--- src/core/qmc_map.svh ---
`ifndef QMC_MAP_SVH
`define QMC_MAP_SVH

// ---------------------------------------------------------------------
// Serial word layout
// ---------------------------------------------------------------------
`define QMC_WORD_BITS 5'd16
`define QMC_ADDR_LAST_BIT 5'd7
`define QMC_RW_BIT 15
`define QMC_ADDR_HI 14
`define QMC_ADDR_LO 8

// ---------------------------------------------------------------------
// Register offsets and fields
// ---------------------------------------------------------------------
`define QMC_SOFT_RESET_CONTROL 7'h00
`define QMC_POWER_AND_FORMAT_CONTROL 7'h01
`define QMC_OUTPUT_DRIVER_CONTROL 7'h02
`define QMC_SOFT_RESET_BIT 7
`define QMC_REG_RESET 8'h00

// Drive current in units of 0.01 mA
`define QMC_CUR_3P50 10'h15e
`define QMC_CUR_4P00 10'h190
`define QMC_CUR_4P50 10'h1c2
`define QMC_CUR_3P00 10'h12c
`define QMC_CUR_2P50 10'h0fa
`define QMC_CUR_2P10 10'h0d2
`define QMC_CUR_1P75 10'h0af
`define QMC_CUR_NONE 10'h000

// Serialization decode
`define QMC_BITS_16 5'h10
`define QMC_BITS_14 5'h0e
`define QMC_BITS_12 5'h0c
`define QMC_LANES_1 2'h1
`define QMC_LANES_2 2'h2

`endif

--- src/core/qmc_pkg.sv ---
package qmc_pkg;

  // -------------------------------------------------------------------
  // Register layouts
  // -------------------------------------------------------------------
  typedef struct packed {
    logic dutyStabilizerDisable;
    logic outputScramblerEnable;
    logic signedFormatSelect;
    logic sleepMode;
    logic [3:0] channelNap;
  } qmc_power_s;

  typedef struct packed {
    logic [2:0] driveCurrentSelect;
    logic internalTerminationEnable;
    logic outputsDisable;
    logic [2:0] serializationModeSelect;
  } qmc_output_s;

  // Serial configuration pins as seen by the device
  typedef struct packed {
    logic csN;
    logic sck;
    logic sdi;
    logic programmingStyleSelect;
  } qmc_pins_s;

  typedef logic [13:0] qmc_sample_t;

endpackage : qmc_pkg

--- src/core/qmc_sync.sv ---
`timescale 1ns/1ps
`default_nettype none

// Two-stage synchroniser for pins arriving from outside the clock domain
module qmc_sync #(
  parameter int WIDTH = 1
) (
  // Clocking
  input wire logic clock,
  input wire logic rst_n,
  input wire logic ce,
  // Data
  input wire logic [WIDTH-1:0] d,
  output logic [WIDTH-1:0] q
);

  logic [WIDTH-1:0] meta_r;

  // -------------------------------------------------------------------
  // Synchroniser
  // -------------------------------------------------------------------
  // First stage feeds only the second stage
  always_ff @(posedge clock)
  begin
    if (!rst_n)
    begin
      meta_r <= '0;
      q <= '0;
    end
    else if (ce)
    begin
      meta_r <= d;
      q <= meta_r;
    end
  end

endmodule : qmc_sync

`default_nettype wire

--- src/core/qmc_mode_regs.sv ---
// How it works
// - Reset register at address 0, bit 7.
// - Reset bit write clears all; self-clears.
// - Power bit 7 disables duty stabilizer.
// - Power bit 6 enables output scrambler.
// - Power bit 5 selects two's complement.
// - All-zero sleep/nap field: channels normal.
// - Bits 0-3 nap channels 1-4 independently.
// - Bit 4 sleep disables all channels.
// - Output register at address 2, fields.
// - Output bit 4 enables internal termination.
// - Termination doubles selected drive current.
// - Scrambler XORs upper bits with LSB.
// - Output bit 3 disables digital outputs.
// - Serialization codes select lanes and bits.
// - 16-bit word: flag, address, data; read.
`timescale 1ns/1ps
`default_nettype none
`include "qmc_map.svh"

module qmc_mode_regs (
  // Clocking
  input wire logic clock,
  input wire logic rst_n,
  input wire logic ce,
  // Serial configuration pins
  input wire qmc_pkg::qmc_pins_s pins,
  output logic sdoOut,
  output logic sdoOe,
  // Converter sample path
  input wire qmc_pkg::qmc_sample_t sampleIn,
  input wire logic sampleValid,
  output qmc_pkg::qmc_sample_t sampleOut,
  output logic sampleOutValid,
  // Mode controls
  output qmc_pkg::qmc_power_s powerCtl,
  output qmc_pkg::qmc_output_s outputCtl,
  output logic [3:0] channelEnable,
  output logic outputsEnable,
  output logic [9:0] driveCurrent,
  output logic [1:0] laneCount,
  output logic [4:0] wordBits
);
  import qmc_pkg::*;

  // -------------------------------------------------------------------
  // Pin synchronisation
  // -------------------------------------------------------------------
  qmc_pins_s pinsS;
  logic sckPrev_r;
  logic sckRise;
  logic sckFall;
  logic serialMode;

  qmc_sync #(.WIDTH(4)) uSync (
    .clock(clock),
    .rst_n(rst_n),
    .ce(ce),
    .d(pins),
    .q(pinsS)
  );

  // Edge detect on the synchronised clock only
  always_ff @(posedge clock)
  begin
    if (!rst_n)
      sckPrev_r <= 1'b0;
    else if (ce)
      sckPrev_r <= pinsS.sck;
  end

  // Parallel strap high leaves the serial port deaf
  assign serialMode = !pinsS.programmingStyleSelect && !pinsS.csN;
  assign sckRise = serialMode && pinsS.sck && !sckPrev_r;
  assign sckFall = serialMode && !pinsS.sck && sckPrev_r;

  // -------------------------------------------------------------------
  // Serial word capture
  // -------------------------------------------------------------------
  logic [4:0] bitCnt_r;
  logic [14:0] shift_r;
  logic [15:0] word;
  logic doCommit;
  logic doWrite;
  logic [6:0] wrAddr;
  logic [7:0] wrData;

  assign word = {shift_r, pinsS.sdi};
  assign doCommit = sckRise && (bitCnt_r == `QMC_WORD_BITS - 5'd1);
  assign doWrite = doCommit && !word[`QMC_RW_BIT];
  assign wrAddr = word[`QMC_ADDR_HI:`QMC_ADDR_LO];
  assign wrData = word[7:0];

  // Edges past the sixteenth are ignored until chip select rises
  always_ff @(posedge clock)
  begin
    if (!rst_n)
    begin
      bitCnt_r <= 5'h00;
      shift_r <= 15'h0000;
    end
    else if (ce)
    begin
      if (!serialMode)
        bitCnt_r <= 5'h00;
      else if (sckRise && bitCnt_r != `QMC_WORD_BITS)
      begin
        shift_r <= word[14:0];
        bitCnt_r <= bitCnt_r + 5'h01;
      end
    end
  end

  // -------------------------------------------------------------------
  // Mode registers
  // -------------------------------------------------------------------
  logic [7:0] pwrReg_r;
  logic [7:0] outReg_r;
  logic softReset;

  assign softReset = doWrite && wrAddr == `QMC_SOFT_RESET_CONTROL
    && wrData[`QMC_SOFT_RESET_BIT];

  // Soft reset bit is never stored, so it reads back as zero
  always_ff @(posedge clock)
  begin
    if (!rst_n)
    begin
      pwrReg_r <= `QMC_REG_RESET;
      outReg_r <= `QMC_REG_RESET;
    end
    else if (ce)
    begin
      if (softReset)
      begin
        pwrReg_r <= `QMC_REG_RESET;
        outReg_r <= `QMC_REG_RESET;
      end
      else if (doWrite && wrAddr == `QMC_POWER_AND_FORMAT_CONTROL)
        pwrReg_r <= wrData;
      else if (doWrite && wrAddr == `QMC_OUTPUT_DRIVER_CONTROL)
        outReg_r <= wrData;
    end
  end

  // -------------------------------------------------------------------
  // Readback on the open-drain data out
  // -------------------------------------------------------------------
  logic [7:0] rdData_r;
  logic rdActive_r;
  logic [7:0] rdValue;
  logic [6:0] rdAddr;
  logic addrDone;

  assign rdAddr = word[6:0];
  assign addrDone = sckRise && bitCnt_r == `QMC_ADDR_LAST_BIT;

  // Reset register and unmapped addresses read as zero
  always_comb
  begin
    case (rdAddr)
      `QMC_POWER_AND_FORMAT_CONTROL: rdValue = pwrReg_r;
      `QMC_OUTPUT_DRIVER_CONTROL: rdValue = outReg_r;
      default: rdValue = 8'h00;
    endcase
  end

  // Data leaves MSB first on falling edges; a one is released, not driven
  always_ff @(posedge clock)
  begin
    if (!rst_n)
    begin
      rdData_r <= 8'h00;
      rdActive_r <= 1'b0;
      sdoOe <= 1'b0;
      sdoOut <= 1'b0;
    end
    else if (ce)
    begin
      sdoOut <= 1'b0;
      if (!serialMode)
      begin
        rdActive_r <= 1'b0;
        sdoOe <= 1'b0;
      end
      else if (addrDone)
      begin
        rdData_r <= rdValue;
        rdActive_r <= word[7];
      end
      else if (sckFall && rdActive_r && bitCnt_r != `QMC_WORD_BITS)
      begin
        sdoOe <= !rdData_r[7];
        rdData_r <= {rdData_r[6:0], 1'b0};
      end
      else if (sckFall)
        sdoOe <= 1'b0;
    end
  end

  // -------------------------------------------------------------------
  // Mode decode
  // -------------------------------------------------------------------
  qmc_power_s pwr;
  qmc_output_s outc;
  logic [9:0] baseCurrent;
  logic [1:0] laneNxt;
  logic [4:0] bitsNxt;

  assign pwr = qmc_power_s'(pwrReg_r);
  assign outc = qmc_output_s'(outReg_r);

  // Reserved drive code answers zero current
  always_comb
  begin
    case (outc.driveCurrentSelect)
      3'h0: baseCurrent = `QMC_CUR_3P50;
      3'h1: baseCurrent = `QMC_CUR_4P00;
      3'h2: baseCurrent = `QMC_CUR_4P50;
      3'h4: baseCurrent = `QMC_CUR_3P00;
      3'h5: baseCurrent = `QMC_CUR_2P50;
      3'h6: baseCurrent = `QMC_CUR_2P10;
      3'h7: baseCurrent = `QMC_CUR_1P75;
      default: baseCurrent = `QMC_CUR_NONE;
    endcase
  end

  // Unused serialization codes show as zero lanes
  always_comb
  begin
    case (outc.serializationModeSelect)
      3'h0: {laneNxt, bitsNxt} = {`QMC_LANES_2, `QMC_BITS_16};
      3'h1: {laneNxt, bitsNxt} = {`QMC_LANES_2, `QMC_BITS_14};
      3'h2: {laneNxt, bitsNxt} = {`QMC_LANES_2, `QMC_BITS_12};
      3'h5: {laneNxt, bitsNxt} = {`QMC_LANES_1, `QMC_BITS_14};
      3'h6: {laneNxt, bitsNxt} = {`QMC_LANES_1, `QMC_BITS_12};
      3'h7: {laneNxt, bitsNxt} = {`QMC_LANES_1, `QMC_BITS_16};
      default: {laneNxt, bitsNxt} = 7'h00;
    endcase
  end

  // Registered controls toward the analog side
  always_ff @(posedge clock)
  begin
    if (!rst_n)
    begin
      powerCtl <= qmc_power_s'(`QMC_REG_RESET);
      outputCtl <= qmc_output_s'(`QMC_REG_RESET);
      channelEnable <= 4'hf;
      outputsEnable <= 1'b1;
      driveCurrent <= `QMC_CUR_3P50;
      laneCount <= `QMC_LANES_2;
      wordBits <= `QMC_BITS_16;
    end
    else if (ce)
    begin
      powerCtl <= pwr;
      outputCtl <= outc;
      // Sleep overrides every nap bit
      channelEnable <= pwr.sleepMode
        ? 4'h0 : ~pwr.channelNap;
      outputsEnable <= !outc.outputsDisable;
      // Driver current doubles while termination is on
      driveCurrent <= outc.internalTerminationEnable
        ? {baseCurrent[8:0], 1'b0} : baseCurrent;
      laneCount <= laneNxt;
      wordBits <= bitsNxt;
    end
  end

  // -------------------------------------------------------------------
  // Output data formatting
  // -------------------------------------------------------------------
  qmc_sample_t fmt;

  // Format first, then scramble, so decoders undo it in reverse order
  always_comb
  begin
    fmt = sampleIn;
    if (pwr.signedFormatSelect)
      fmt[13] = !sampleIn[13];
    if (pwr.outputScramblerEnable)
      fmt[13:1] = fmt[13:1] ^ {13{fmt[0]}};
  end

  always_ff @(posedge clock)
  begin
    if (!rst_n)
    begin
      sampleOut <= 14'h0000;
      sampleOutValid <= 1'b0;
    end
    else if (ce)
    begin
      sampleOutValid <= sampleValid && !outc.outputsDisable;
      if (sampleValid)
        sampleOut <= fmt;
    end
  end
endmodule : qmc_mode_regs

`default_nettype wire

--- config.mk ---
export PLATFORM = sky130hd
export DESIGN_NAME = qmc_mode_regs
export DESIGN_NICKNAME = d
export VERILOG_FILES = /design/src/core/qmc_pkg.sv /design/src/core/qmc_sync.sv /design/src/core/qmc_mode_regs.sv
export VERILOG_INCLUDE_DIRS = /design/src /design/src/core
export SDC_FILE = /design/constraint.sdc
export NUM_CORES = 1
export LEC_CHECK = 0
export BUFFER_PORTS_ARGS = -buffer_cell sky130_fd_sc_hd__clkbuf_2
export CORE_ASPECT_RATIO = 0.75
export CORE_UTILIZATION = 50
export CTS_BUF_LIST = sky130_fd_sc_hd__clkbuf_2 sky130_fd_sc_hd__clkbuf_4 sky130_fd_sc_hd__clkbuf_8
export CTS_CLUSTER_SIZE = 12
export DETAILED_ROUTE_END_ITERATION = 7
export GPL_ROUTABILITY_DRIVEN = 1
export HOLD_SLACK_MARGIN = 0.1
export PLACE_DENSITY_LB_ADDON = 0.15
export SYNTH_ARGS = -nofsm -noshare
export SYNTH_HDL_FRONTEND = slang
export SYNTH_SLANG_ARGS = --single-unit
--- constraint.sdc ---
create_clock -name clock -period 2.6 [get_ports clock]
set_clock_uncertainty 0.2 [all_clocks]
set_input_delay 0.52 -clock clock [delete_from_list [all_inputs] [get_ports clock]]
set_output_delay 0.52 -clock clock [all_outputs]
set_load 0.01 [all_outputs]
# ---- Word level (Yosys, flattened, before mapping)
# Cells that the tools add are included.
dict set report word_totals {
  reg_bits 108
  in_bits 22
}
dict set report op_classes {
  addsub 1
  eq_ne 23
  muxes 23
  n_bitwise 2
  n_reduce_logical 43
}
# cell count
set op_table {}
lappend op_table {{9-bit case mux with 7 select lines} 1}
lappend op_table {{8-bit 2-to-1 mux} 7}
lappend op_table {{3-bit equality test (second input constant)} 7}
lappend op_table {{1-bit logical AND} 16}
lappend op_table {{8-bit case mux with 2 select lines} 1}
lappend op_table {{5-bit case mux with 3 select lines} 1}
lappend op_table {{7-bit by 1-bit equality test with 1-bit output (second input constant)} 2}
lappend op_table {{7-bit by 2-bit equality test with 1-bit output (second input constant)} 2}
lappend op_table {{13-bit 2-to-1 mux} 1}
lappend op_table {{13-bit XOR} 1}
lappend op_table {{3-bit AND reduction} 4}
lappend op_table {{10-bit 2-to-1 mux} 1}
lappend op_table {{5-bit 2-to-1 mux} 2}
lappend op_table {{1-bit logical NOT} 8}
lappend op_table {{2-bit AND reduction} 4}
lappend op_table {{7-bit logical NOT} 1}
lappend op_table {{1-bit 2-to-1 mux} 7}
lappend op_table {{3-bit by 1-bit equality test with 1-bit output (second input constant)} 2}
lappend op_table {{3-bit by 2-bit equality test with 1-bit output (second input constant)} 2}
lappend op_table {{3-bit logical NOT} 2}
lappend op_table {{2-bit nonzero test} 3}
lappend op_table {{2-bit OR reduction} 3}
lappend op_table {{3-bit OR reduction} 2}
lappend op_table {{5-bit by 1-bit adder with 5-bit output (second input constant)} 1}
lappend op_table {{other kinds (9)} 11}

# ---- Logic depth before layout (Yosys ltp)
# Gate-level depths: netlist of the first run.
dict set report depth {
  ltp_word 10
  depth_mapped 8
  mapped_depth_nobuf 7
}

# ---- Cells and area by module
# Synthesis of the first run repeated with hierarchy kept, for this count alone.
dict set report unflattened {
  hier_cells 512
  hier_area_um2 4530.6
}
# module n_inst cells_each area_per_inst_um2 seq_area_each_um2
set modules_own_cells {}
lappend modules_own_cells {qmc_mode_regs 1 487 4229.1 1961.9}
lappend modules_own_cells {qmc_sync 1 25 301.5 160.2}

# ---- Least setup slack after synthesis of the first run
# OpenSTA, ideal clock, no wires.
dict set report synth_path {
  kind {reg-to-reg}
  from {register bitCnt_r[0]}
  to {register pwrReg_r[1], in the netlist pwr[1]}
  setup_time_ps 117
  arrival_time_ps 2046
  t_required_ps 2283
  setup_slack_ps 237
  stages_incl_launch_ff 9
  n_path_buf 1
  period_less_slack_ps 2363
  cell_sequence {dfxtp_1 > ha_1 > and3_1 > ha_1 > nor4b_1 > nand4_2 > or2_0 > clkbuf_2 > a32o_1}
}
dict set report synth_via {
  elab_chain_len 7
  elab_cells_between_ends 9
}
# element line_no
set synth_rtl {}
lappend synth_rtl {{from (decl)} qmc_mode_regs.sv:80} ;# logic [4:0] bitCnt_r;
lappend synth_rtl {{from (signal assigned)} qmc_mode_regs.sv:109} ;# bitCnt_r <= bitCnt_r + 5'h01;
lappend synth_rtl {{5-bit by 4-bit equality test with 1-bit output *} qmc_mode_regs.sv:89} ;# assign doCommit = sckRise && (bitCnt_r == `QMC_WORD_BITS - 5'd1);
lappend synth_rtl {{1-bit logical AND *} qmc_mode_regs.sv:89}
lappend synth_rtl {{1-bit logical AND *} qmc_mode_regs.sv:90} ;# assign doWrite = doCommit && !word[`QMC_RW_BIT];
lappend synth_rtl {{1-bit logical AND (no source line)} n/a}
lappend synth_rtl {{1-bit logical AND} qmc_mode_regs.sv:121} ;# assign softReset = doWrite && wrAddr == `QMC_SOFT_RESET_CONTROL
lappend synth_rtl {{2-bit nonzero test (no source line)} n/a}
lappend synth_rtl {{2-bit AND reduction (no source line)} n/a}
lappend synth_rtl {{to (signal assigned)} qmc_mode_regs.sv:129} ;# pwrReg_r <= `QMC_REG_RESET;
lappend synth_rtl {{to (signal assigned)} qmc_mode_regs.sv:136} ;# pwrReg_r <= `QMC_REG_RESET;
lappend synth_rtl {{to (signal assigned)} qmc_mode_regs.sv:140} ;# pwrReg_r <= wrData;
lappend synth_rtl {{to (decl)} qmc_mode_regs.sv:117} ;# logic [7:0] pwrReg_r;
# Every way passes the cells marked *; elsewhere a longest branch is shown, timed or not.
# A chain may end at the register's enable or synchronous reset.

# ---- Final worst setup path of the first run
dict set report layout_path {
  from {register bitCnt_r[0]}
  to {register pwrReg_r[3], in the netlist pwr[3]}
}
# Same word-level chain as after synthesis.

==> flow_results.org, run 1 <==
** Layout
- Cells with a size suffix above 1 make up 20.24% of the layout.
- Fillers :: 764
- At the end of the flow, the number of nets in the layout was 603.
- In the final layout, the multi-input gates occupy 0.002311 mm2.
- Storage cell area :: 0.002122 mm2
- With fillers left out, the area of the finished cells amounts to about 0.0053 mm2.
- Relative to the synthesized area, the layout overhead comes to 15.12%.
- For this run, the share of the core covered by cells in the final layout is 61.15%.
- Number of inserted diodes :: 0

** Setup path
- The critical path in this run is classified as reg -> reg.
- In this run the worst path has a maximum fanout of 7.
- The worst setup path is captured at a register.
- Sort of element at the start of the critical path :: register
- Required time reported for the critical path endpoint :: 2.72 ns
- Arrival time of the worst setup path :: 2.45 ns

** Die
- Width of the die :: around 110 um
- The floorplan step defined a die boundary enclosing 0.009644 mm2.
- Overall die height :: 85.30 um
- After floorplanning, the core was divided into 29 placement rows.
- Total core area :: ~0.0087 mm2
- Initial core utilization :: a little over half
- In this run the count of I/O pins placed on the die edge is 77.

** Synthesis
- After synthesis the cells add up to about 0.0046 mm2.
- Area share of the largest cell type after synthesis :: between 40% and 50%
- Warnings, synthesis :: 0
- The synthesized design contains 0 enable-type register cells.
- Main combinational cell family by area after synthesis :: simple AND/OR/NAND/NOR gates
- Simple-gate area share of the yosys netlist :: 22.29%
- In the synthesized netlist the dominant register cell turns out to be dfxtp_1.
- After technology mapping, the gate count stands at 517.
- Yosys mapped the design onto 62 distinct sky130hd cell types.
- A synthesized cell averages 8.947 um2.
- Fraction of synthesized area in multiplexers :: 6.925%
- Seq/Total Area, Yosys :: between 40% and 50%
- Library cell occupying the most area in the post-synthesis netlist :: dfxtp_1
- Share of synthesized cell area in full adder, half adder and majority cells :: slightly above 1%
- Post-synthesis share of cell area spent on xor and xnor gates :: 2.840%
- In this run, synthesis produced a sequential element count of 106.
- By count the netlist is led by dfxtp_1 (106), nand2_1 (80), nor2_1 (53).
- Share of the synthesized area in compound gates (AO/OA/AOI/OAI) :: 16.58%
- Yosys instantiated no cell more often than dfxtp_1.
- Sorting the synthesized cells by area gives the leading types as dfxtp_1 (46%), mux2i_1 (6.9%), nand2_1 (6.5%).
- Ys async rst share :: 0%

** Placement
- Placed cell area :: 0.005069 mm2
- IO Port Bufs :: 74
- Before CTS, the worst setup slack after placement is about 0.16 ns.
- Summed over all nets, the half-perimeter wirelength after detailed placement is 7803 um.
- Routability-driven placement finished with a final weighted congestion of 0.8180.

** STA
- Setup repair after global routing left no endpoint under its margin.
- Max-Slew Margin vs Limit :: between 50% and 60%
- After layout, the minimum clock period comes to 2.330 ns.
- Measured slew at the worst slew-check pin :: 0.6858 ns
- Post-route worst setup slack :: around 0.27 ns
- Period Utilization, post-route :: 89.61%
- For this run, the top clock speed supported by timing is 0.4292 GHz.
- Worst hold margin :: 0.1798 ns
- Number of pins with negative max-slew slack in the final report :: 0
- Final hold viol count :: 0
- Number of setup violations in the final report :: 0
- Post-Route Setup TNS :: 0 ns

** Detailed routing
- Via count normalized by instance count :: 5.630
- Summing over every cut layer, the via total after detailed routing is 3,890.
- In the routed design, unresolved DRC markers number 0.
- The count of nets left with antenna violations once routing finished came out at 0.
- DR pass1 iterations :: 5
- In the final routed layout, each cell accounts on average for 15.66 um.
- Sum of routed wire length over all layers :: 10,820 um
- In this run, the number of DRC markers left after iteration 0 of detailed routing was 334.

** CTS
- Clock latency on the worst-skew pair :: 0.37 ns
- Max H-tree Level :: 3
- In this run, CTS created clock tree buffers numbering 9.
- Deepest clock path buffer count :: 2
- TritonCTS built the clock tree.
- Clock sinks :: 106
- Clock-pin slew was measured on the worst setup and hold paths at ~0.09 ns.
- Post-CTS Setup Repair Bufs :: 0
- Total of hold buffers inserted after clock tree synthesis :: 0
- CTS placed an instance of clkbuf_8 at the clock tree root.
- In this run, post-CTS repair resized a total of 0 instances.

** GRT
- The first global-routing pass estimated roughly 18,000 um of wire.
- Largest net degree at the start of global routing :: 41
- Vias in the first global route :: about 3,600
- Number of antenna violations at the first check in global routing :: 0
- For this run the aggregate overflow at the end of global routing stands at 0.
- In the global route stage, overall resource usage came out at 23.95%.

** Pwr
- Power spread over the standard cell area amounts to about 580 mW/mm2.
- Maximum resistive drop on vdd :: 0.0004696 V
- Leak Pwr :: 0.002082 uW

** Outcome
- The flow ran to the end, and the final reports show no timing, DRC or antenna violations.

** Hold path
- Min-delay worst type :: in -> reg

** Job
- Max-capacitance violation count :: 0
==> kinds of logic (layout without fill, tap and decap cells) <==
family / Yosys count / in the layout
muxes: 32 / 32
AOI/OAI and AO/OA: 115 / 115
xor gates and xnor gates: 15 / 15
buffers and inverters: 46 / 111
DFF: 106 / 106
adders and majority gates: 4 / 4
other: 1 / 2
and+or+nand+nor: 198 / 198
==> final timing paths <==
path / from / end / slack [ns] / depth (start not counted)
worst max-delay path: bitCnt_r[0] / pwr[3] / 0.27 / 8
worst min-delay path: pins[0] / uSync.meta_r[0] / 0.18 / 3
worst max register to register: bitCnt_r[0] / pwr[3] / 0.27 / 8
worst min register to register: shift_r[14] / shift_r[14] / 0.26 / 2
==> critical path: stages (launching register included) <==
cell and delay, ns:
dfxtp_1 0.40, ha_1 0.20, and3_1 0.17, ha_1 0.13, nor4b_2 0.24, nand4_2 0.14
buf_4 0.19, nor4_4 0.43, a32o_1 0.19
==> power breakdown <==
group | switching (uW) | internal [uW]
logic | 114 | 72.2
registers | 17.3 | 1650
clock network | 560 | 669
==> per-layer routing <==
layer | track usage [%] | vias up | part of all wire (%)
met5 | 0 | - | 0
met4 | 7.536 | 0 | 1.1
met3 | 4.929 | 16 | 4.8
met2 | 37.37 | 107 | 44
met1 | 33.32 | 1813 | 50
li1 | - | 1954 | -
==> layout by cell type (no fill, tap or decap), types with 7 or more instances in the layout <==
master and n:
inv_1 8, clkbuf_8 10, a211oi_1 14, o21ai_0 17, nand3_1 9, mux2i_1 32
clkbuf_2 74, nor2_1 53, dfxtp_1 106, buf_4 11, a21oi_1 39, xor2_1 13
nand2_1 80, a32o_1 7
==> stage by stage <==
| step | power [uW] | cells |
|---|---|---|
| after global routing | 3189 | 691 |
| after floorplan | 1823 | 518 |
| after detailed placement | 1891 | 675 |
| final | 3082 | 691 |
| after global placement | 1886 | 675 |
| after CTS | 3105 | 691 |
==> area by class of cell <==
class / instances / share of cell area (%)
inverter: 9 / 0.6344
timing repair buffer: 86 / 8.882
multi-input combinational: 366 / 43.40
clock buffer: 10 / 2.585
sequential: 106 / 39.85
clock inverter: 6 / 2.115
tap: 108 / 2.538
==> sequential cells by signal, summed over array words and instances (netlist names), 2 cells and up <==
register and cells:
bitCnt_r 5, channelEnable 4, driveCurrent 10, laneCount 2, outReg_r 8, outputCtl 8, powerCtl 8, pwr 8
rdData_r 8, sampleOut 14, shift_r 15, uSync.meta_r 4, uSync.q 4, wordBits 3
Power figures use the tool's default switching activity.
==> inputs of run 2 (changes only) <==
- CELL_PAD_IN_SITES_DETAIL_PLACEMENT: not set -> 0
- CELL_PAD_IN_SITES_GLOBAL_PLACEMENT: not set -> 1
- CORE_UTILIZATION: 50 -> 44
- SYNTH_HIERARCHICAL: not set -> 1
==> run 2 against run 1 <==
Critical path depth decreased by 1. Design area decreased by 2.9%. Clock-buffer cell count increased by 2. Non-clock buffer count unchanged. Die area increased by 11%. Via count decreased by 1.9%. Global-route usage decreased by 3.6 points. Clock power decreased by 15%. Critical endpoint is now pwr[4]. Sequential share of layout area increased by 1.2 points. Critical path type unchanged.
==> flow_results.org, run 2 <==
** Outcome
- The run finished with clean final reports.

** Synthesis
- Counting distinct cell types in the post-synthesis netlist gives 56.
- The commonest cells after synthesis are dfxtp_1 (106), nand2_1 (70), a21oi_1 (53).
- Warnings, synthesis :: 6
- Per-instance average area after synthesis :: 8.849 um2
- Area share of the largest cell type after synthesis :: 46.84%
- Ranked by total cell area, the synthesized netlist is headed by dfxtp_1 (47%), a21oi_1 (5.9%), nand2_1 (5.8%).
- For this run, asynchronously set or reset flops after synthesis account for 0%.
- Cells after synthesis :: 512
- Most repeated cell in the gate-level netlist after synthesis :: dfxtp_1
- Library cell occupying the most area in the post-synthesis netlist :: dfxtp_1
- Prevailing post-synth register cell :: dfxtp_1
- In this run, synthesis produced a sequential element count of approximately 110.
- Cell area after synthesis :: 0.004531 mm2
- Of the synthesized area, sequential elements account for a little under half.
- Number of enable-type register cells in the synthesized netlist :: 0

** Layout
- Number of inserted diodes :: 0
- The net count of the finished layout is 593.
- The largest registers in the layout are shift_r: 15 flops, sampleOut: 14 flops, driveCurrent: 10 flops.
- With fillers left out, the area of the finished cells amounts to 0.005172 mm2.
- Most common cell after layout, fill and taps aside :: dfxtp_1
- Register with the most flip-flops :: shift_r
- The post-route netlist has 19.55% of its cells at a drive strength greater than 1.
- In the layout the commonest cells are dfxtp_1 (106), clkbuf_2 (74), nand2_1 (70), a21oi_1 (53), nor2_1 (40).
- From synthesis to final layout, the design area changed by 14.17%.
- Number of flip-flops under the largest register name :: 15
- The finished layout holds 705 standard cells, fillers aside.

** Setup path
- Sort of element at the start of the critical path :: register
- Data on the critical path arrives at its endpoint at around 2.5 ns.
- Delay-heaviest family, CP :: simple AND/OR/NAND/NOR gates
- Among the stages of the critical path, the cell type that occurs most often is ha_1.
- Sequence of cells on the critical path :: ha_1 > and3_1 > ha_1 > or4b_4 > nor4_4 > a21oi_2 > o2bb2ai_1
- Cell with the biggest individual delay on the critical path :: or4b_4
- Of all nets on the critical path, the largest fanout is 8.
- STA classifies the critical path endpoint as a register.
- The number of buffers and inverters on the critical path is 0.
- Slowest Stage Delay on Critical Path :: 0.48 ns
- Category of the most critical setup path :: reg -> reg
- Required time reported for the critical path endpoint :: 2.66 ns

** STA
- In the final timing run, aggregate negative setup slack is 0 ns.
- Period Utilization, post-route :: 93.74%
- Post-route worst setup slack :: between 0.15 and 0.2 ns
- Number of setup violations in the final report :: 0
- Setup repair after global routing missed its margin :: false
- In this run the tightest slew margin relative to its limit is about 53%.
- Worst hold margin :: 0.2100 ns
- The number of pins exceeding their max-slew limit in the final report came to 0.
- Counting I/O delays and the setup requirement, the final critical path takes 2.437 ns.
- Final hold viol count :: 0
- At the pin with the least slew margin, the transition time is just under 0.7 ns.
- Timing would allow up to 0.4103 GHz.

** Pwr
- For this design the static power due to leakage is 0.001983 uW.
- In this run switching power makes up between 20% and 30% of total power.
- Cell internal pwr :: 2217 uW
- The worst-case IR drop observed on VDD is about 0.00044 V.
- Power density over the cells :: approximately 560 mW/mm2
- Total net switching power :: 679.1 uW
- Clock share of power :: 35.9%
- Sequential share of power :: 57.5%
- Combinational logic is responsible for 6.5% of the overall power.

** GRT
- Global routing consumed, over all layers together, 20.39% of the routing resources.
- Summed over all layers, the global routing overflow is 0.
- The via count of the first global-routing pass was 3,488.
- Largest net degree at the start of global routing :: 37
- The initial antenna violation count came to 0.
- The first global-routing pass estimated 17,680 um of wire.

** Detailed routing
- Antenna violation net count after detailed routing :: 0
- Using the TritonRoute via totals, the vias-per-cell ratio works out to 5.414.
- Vias after detailed routing :: 3,817
- After detailed routing, the number of remaining DRC violations is 0.
- Sum of routed wire length over all layers :: 10,690 um
- The first routing iteration left 241 violations.
- DR pass1 iterations :: 4
- Dividing the detail-routed wire length by the instance count gives approximately 15 um.

** Die
- The floorplan step defined a core boundary enclosing 0.009813 mm2.
- The die covers approximately 0.011 mm2.
- The die is 89.88 um tall.
- From left edge to right edge, the die measures 119.2 um.
- Once the floorplan was initialized, standard cells occupied 46.17% of the core.
- Number of placement rows :: 31
- Pin placement for this block handled between 70 and 80 I/O pins.

** CTS
- Clk slew on worst S/H paths :: 0.10 ns
- The tree is rooted in a clkbuf_8.
- No sink is reached through more buffers than the 2 on the longest clock path.
- Gates resized during post-CTS repair numbered 0.
- Max H-tree Level :: 3
- Total of hold buffers inserted after clock tree synthesis :: 0
- The tree built by TritonCTS fans out to roughly 110 sinks.
- TritonCTS built the clock tree.
- At the later pin of the worst-skew pair, clock insertion delay measures about 0.37 ns.
- Buffers added to address setup during post-CTS repair amount to 0.
- Number of buffers created by CTS :: 9

** Job
- Across the run, the number of max-cap violations was 0.

** Placement
- Once detailed placement completed, the half-perimeter wirelength came to 7438 um.
- Buffers placed on the I/O ports in this run total 74.
- Placed cell area :: 0.004969 mm2
- Worst slack, placed :: around 0.16 ns
- Once placement completed, the tool counted placed cells totaling 689.
- Routability-driven placement finished with a final weighted congestion of 0.7987.

** Hold path
- Min-delay worst type :: in -> reg
[run 2: cell types whose count changed after synthesis, moves of 6 or more]
| cell | delta |
|---|---|
| a211oi_1 | +6 |
| nand2_1 | -10 |
| nor2_1 | -13 |
| o22ai_1 | +7 |
| nor2b_1 | +10 |
| a32o_1 | -6 |
| o2bb2ai_1 | +8 |
| mux2i_1 | -7 |
| a21oi_1 | +14 |
[run 2: layer usage]
metal  wire length, um  GRT usage (%)
met5                 0              0
met4                85          3.903
met3               509          4.505
met2              4352          28.88
met1              5744          31.28
[run 2: cell type report]
type,instances,area (um2)
inverters,6,22.52
fillers,943,4641
clock buffers,12,152.6
repair buffers,86,460.4
clock inverters,4,51.30
flip-flops and latches,106,2122
multi-input cells,359,2198
well taps,132,165.2
[run 2: tightest hold or removal path, stage by stage]
cell and delay [ns]:
clkbuf_2 0.07, mux2i_1 0.06, nor2b_1 0.09
[run 2: path summary, 6_finish.rpt]
check / cells after the start / end / startpoint / slack, ns
worst min-delay path: 3 / uSync/meta_r[1] / pins[1] / 0.21
worst max register to register: 7 / pwr[4] / bitCnt_r[0] / 0.16
worst max-delay path: 7 / pwr[4] / bitCnt_r[0] / 0.16
worst min register to register: 2 / wordBits[1] / wordBits[1] / 0.26
[run 2: power by group through the flow]
stage / clock network, uW / logic (uW) / registers [uW]
finish: 1040 / 189 / 1670
global route: 1140 / 209 / 1670
CTS: 1070 / 190 / 1670
detailed placement: 0 / 190 / 1700
global placement: 0 / 188 / 1700
floorplan: 0 / 116 / 1710
[run 2: cell families after synthesis]
family,Yosys count,synth area share [%]
simple gates,176,19.61
compound gates,138,19.50
other cells,1,0.08277
mux,25,5.523
xor+xnor,15,2.900
buf+inv,48,4.722
fa+ha+maj,3,0.8286
flops,106,46.84
[run 2: through the flow]
stage | total power, uW | utilization (%)
2_1_floorplan | 1827 | -
3_3_place_gp | 1890 | 50.63
3_5_place_dp | 1893 | 50.63
4_1_cts | 2928 | 52.71
5_1_grt | 3019 | 52.71
6_report | 2896 | 52.71
==> inputs of run 3 (changes only) <==
- CTS_CLUSTER_DIAMETER: not set -> 80
- clock period: 2.6 -> 2.58 ns (I/O delays scaled with it)
==> run 3 against run 2 <==
Cell count down 0.14%. Highest routed layer unchanged. Clock power is 4% higher. Combinational power about the same. Critical endpoint is now pwr[0]. Clock-buffer cell count is 1 lower. First-iteration DRC count up 13%. Largest power group unchanged. Die area unchanged. Wire length decreased by 1.4%. Via count is 0.60% lower. Critical path depth unchanged.
==> flow_results.org, run 3 (synthesized netlist as in run 2, its figures left out) <==
** CTS
- Clock-pin slew was measured on the worst setup and hold paths at about 0.10 ns.
- Post-CTS Setup Repair Bufs :: 0
- Deepest clock path buffer count :: 2
- The cell sitting at the root of the clock tree is a clkbuf_8.
- Counting every sink on the clock net gives 106.
- Buffers inserted during clock tree synthesis total 9.
- Total of hold buffers inserted after clock tree synthesis :: 0
- Clock latency on the worst-skew pair, taken at its later pin, is 0.37 ns.
- The H-tree generated during clock tree synthesis spans 3 levels.
- TritonCTS built the clock tree.

** Placement
- IO Port Bufs :: 74
- At the end of routability-driven placement, the weighted congestion stood at 0.7900.
- Placed insts :: 688
- Once detailed placement completed, the half-perimeter wirelength came to 7419 um.

** Setup path
- STA puts the critical path data required time at 2.65 ns.
- CP Buf/Inv Count :: 0
- Among cell families on the critical path, the largest total delay comes from simple AND/OR/NAND/NOR gates.
- Setup crit end kind :: register
- Cell with the biggest individual delay on the critical path :: or4b_4
- The critical path is of the reg -> reg type.
- In this run the number of cells on the critical path is 7.
- Sort of element at the start of the critical path :: register
- Of all nets on the critical path, the largest fanout is 8.
- Most numerous cell on the critical path :: ha_1
- Slowest Stage Delay on Critical Path :: 0.49 ns
- Measured in cells, the most critical reg-to-reg path has a length of 7.
- Crit path from :: bitCnt_r[1]
- The critical path goes through ha_1 > and3_1 > ha_1 > or4b_4 > nor4_4 > a21oi_2 > o2bb2ai_1.
- STA puts the critical path data arrival time at 2.40 ns.
- Launch point of the worst reg-to-reg path :: bitCnt_r[1]

** STA
- Time the worst path needs with I/O delays and setup :: between 2 and 2.5 ns
- Measured slew at the worst slew-check pin :: 0.6942 ns
- The number of pins exceeding their max-slew limit in the final report was 0.
- Post-Route Setup TNS :: 0 ns
- Max-Slew Margin vs Limit :: 53.23%
- Period Utilization, post-route :: 90.38%
- Setup repair after global routing left no endpoint under its margin.
- Static timing analysis puts the maximum clock frequency at around 0.43 GHz.
- Final hold viol count :: 0
- Setup violations remaining at the end of the flow were counted as 0.

** Layout
- Number of non-filler instances in the completed layout :: 704
- Leading registers by flop count :: shift_r: 15 flops, sampleOut: 14 flops, driveCurrent: 10 flops
- Most common cell after layout, fill and taps aside :: dfxtp_1
- Counting flops per register, the top entry is shift_r.
- Number of flip-flops under the largest register name :: 15
- The library cells used most frequently in the layout, excluding fill and tap cells, are dfxtp_1 (106), clkbuf_2 (74), nand2_1 (70), a21oi_1 (53), nor2_1 (40).
- After the last flow step, the layout net total stands at 592.
- Of the cells placed in the final design, the portion with a size suffix greater than 1 is 19.93%.
- The number of antenna diodes in the final layout is 0.
- Compared with the post-synthesis result, the final layout area differs by 14.69%.

** Hold path
- Along the worst hold path, the cell count comes to 3.
- Min-delay worst type :: in -> reg
- The startpoint identified for the worst hold timing path is pins[1].

** Pwr
- IR analysis of the VDD net gives a maximum drop of 0.0003331 V.
- Power density over the cells :: 567.5 mW/mm2
- Summed over all cells, the static leakage comes to 0.001988 uW.

** GRT
- The initial antenna violation count is 0.
- For this run, the total global-route usage over all layers was measured as 20.33%.
- Wire length of the first global-routing pass :: 17,430 um
- The via count of the first global-routing pass is 3,311.
- Entering global routing, the biggest net connects 33 pins.
- Total gr overflow :: 0

** Detailed routing
- Antenna violation net count after detailed routing :: 0
- Via count normalized by instance count :: 5.389
- DR pass1 iterations :: 4
- Summing over every cut layer, the via total after detailed routing is 3,794.
- Dividing the detail-routed wire length by the instance count gives 14.97 um.
- DRC marker count from the first detailed-route iteration :: 272
- Post-detailed-route DRC marker count :: 0
- The final layout contains routed wiring with a total length of 10,540 um.

** Job
- Max-cap violations in this run came to 0.

** Die
- Number of placement rows :: 31
- The total area inside the core boundary comes to 0.009813 mm2.
- Overall die height :: approximately 90 um
- Width of the die :: 119.2 um
- The die covers between 0.01 and 0.015 mm2.
- Once the floorplan was initialized, standard cells occupied a little under half of the core.
- just under 80 I/O pins were placed.

** Outcome
- Status :: finished, final reports clean
run 3: cell type report:
class	count	area [um2]
clock inverters	5	60.06
well taps	132	165.2
flip-flops and latches	106	2122
inverters	6	22.52
clock buffers	11	151.4
multi-input cells	359	2210
repair buffers	85	465.4
fillers	929	4617
run 3: worst paths after layout:
kind	to	slack, ns
setup reg to reg	pwr[0]	0.25
hold reg to reg	laneCount[0]	0.27
hold / removal	uSync/meta_r[1]	0.20
setup / recovery	pwr[0]	0.25
run 3: metal layers:
metal | wire (um) | up-vias | part of all wire (%) | global-route usage [%]
met5 | 0 | - | 0 | 0
met4 | 114 | 0 | 1.1 | 5.380
met3 | 494 | 13 | 4.7 | 4.822
met2 | 4242 | 103 | 40 | 27.52
met1 | 5684 | 1769 | 54 | 31.49
li1 | - | 1909 | - | -
run 3: repair_timing:
item                       CTS  global route
resized for setup            0             3
setup endpoints to repair    0            13
hold endpoints to repair     0             0
run 3: tightest hold or removal path, stage by stage:
cell and delay, ns:
clkbuf_2 0.08, mux2i_1 0.05, nor2b_1 0.09
run 3: stage by stage:
step	hold slack [ns]	setup slack, ns	total power [uW]	util (%)	instance area, um2
2_1_floorplan	0.2457	0.3200	1841	-	4534
3_3_place_gp	0.2488	0.2129	1906	50.68	4974
3_5_place_dp	0.2569	0.1348	1909	50.68	4974
4_1_cts	0.1862	0.09995	2986	52.84	5185
5_1_grt	0.1985	0.07436	3075	52.95	5196
6_report	0.2035	0.2483	2949	52.95	5196
run 3: power by group:
group          internal [uW]  total, uW  switching [uW]
clock                    507       1080             571
combinational           75.8        192             116
sequential              1660       1680            16.8
total                   2240       2950             704
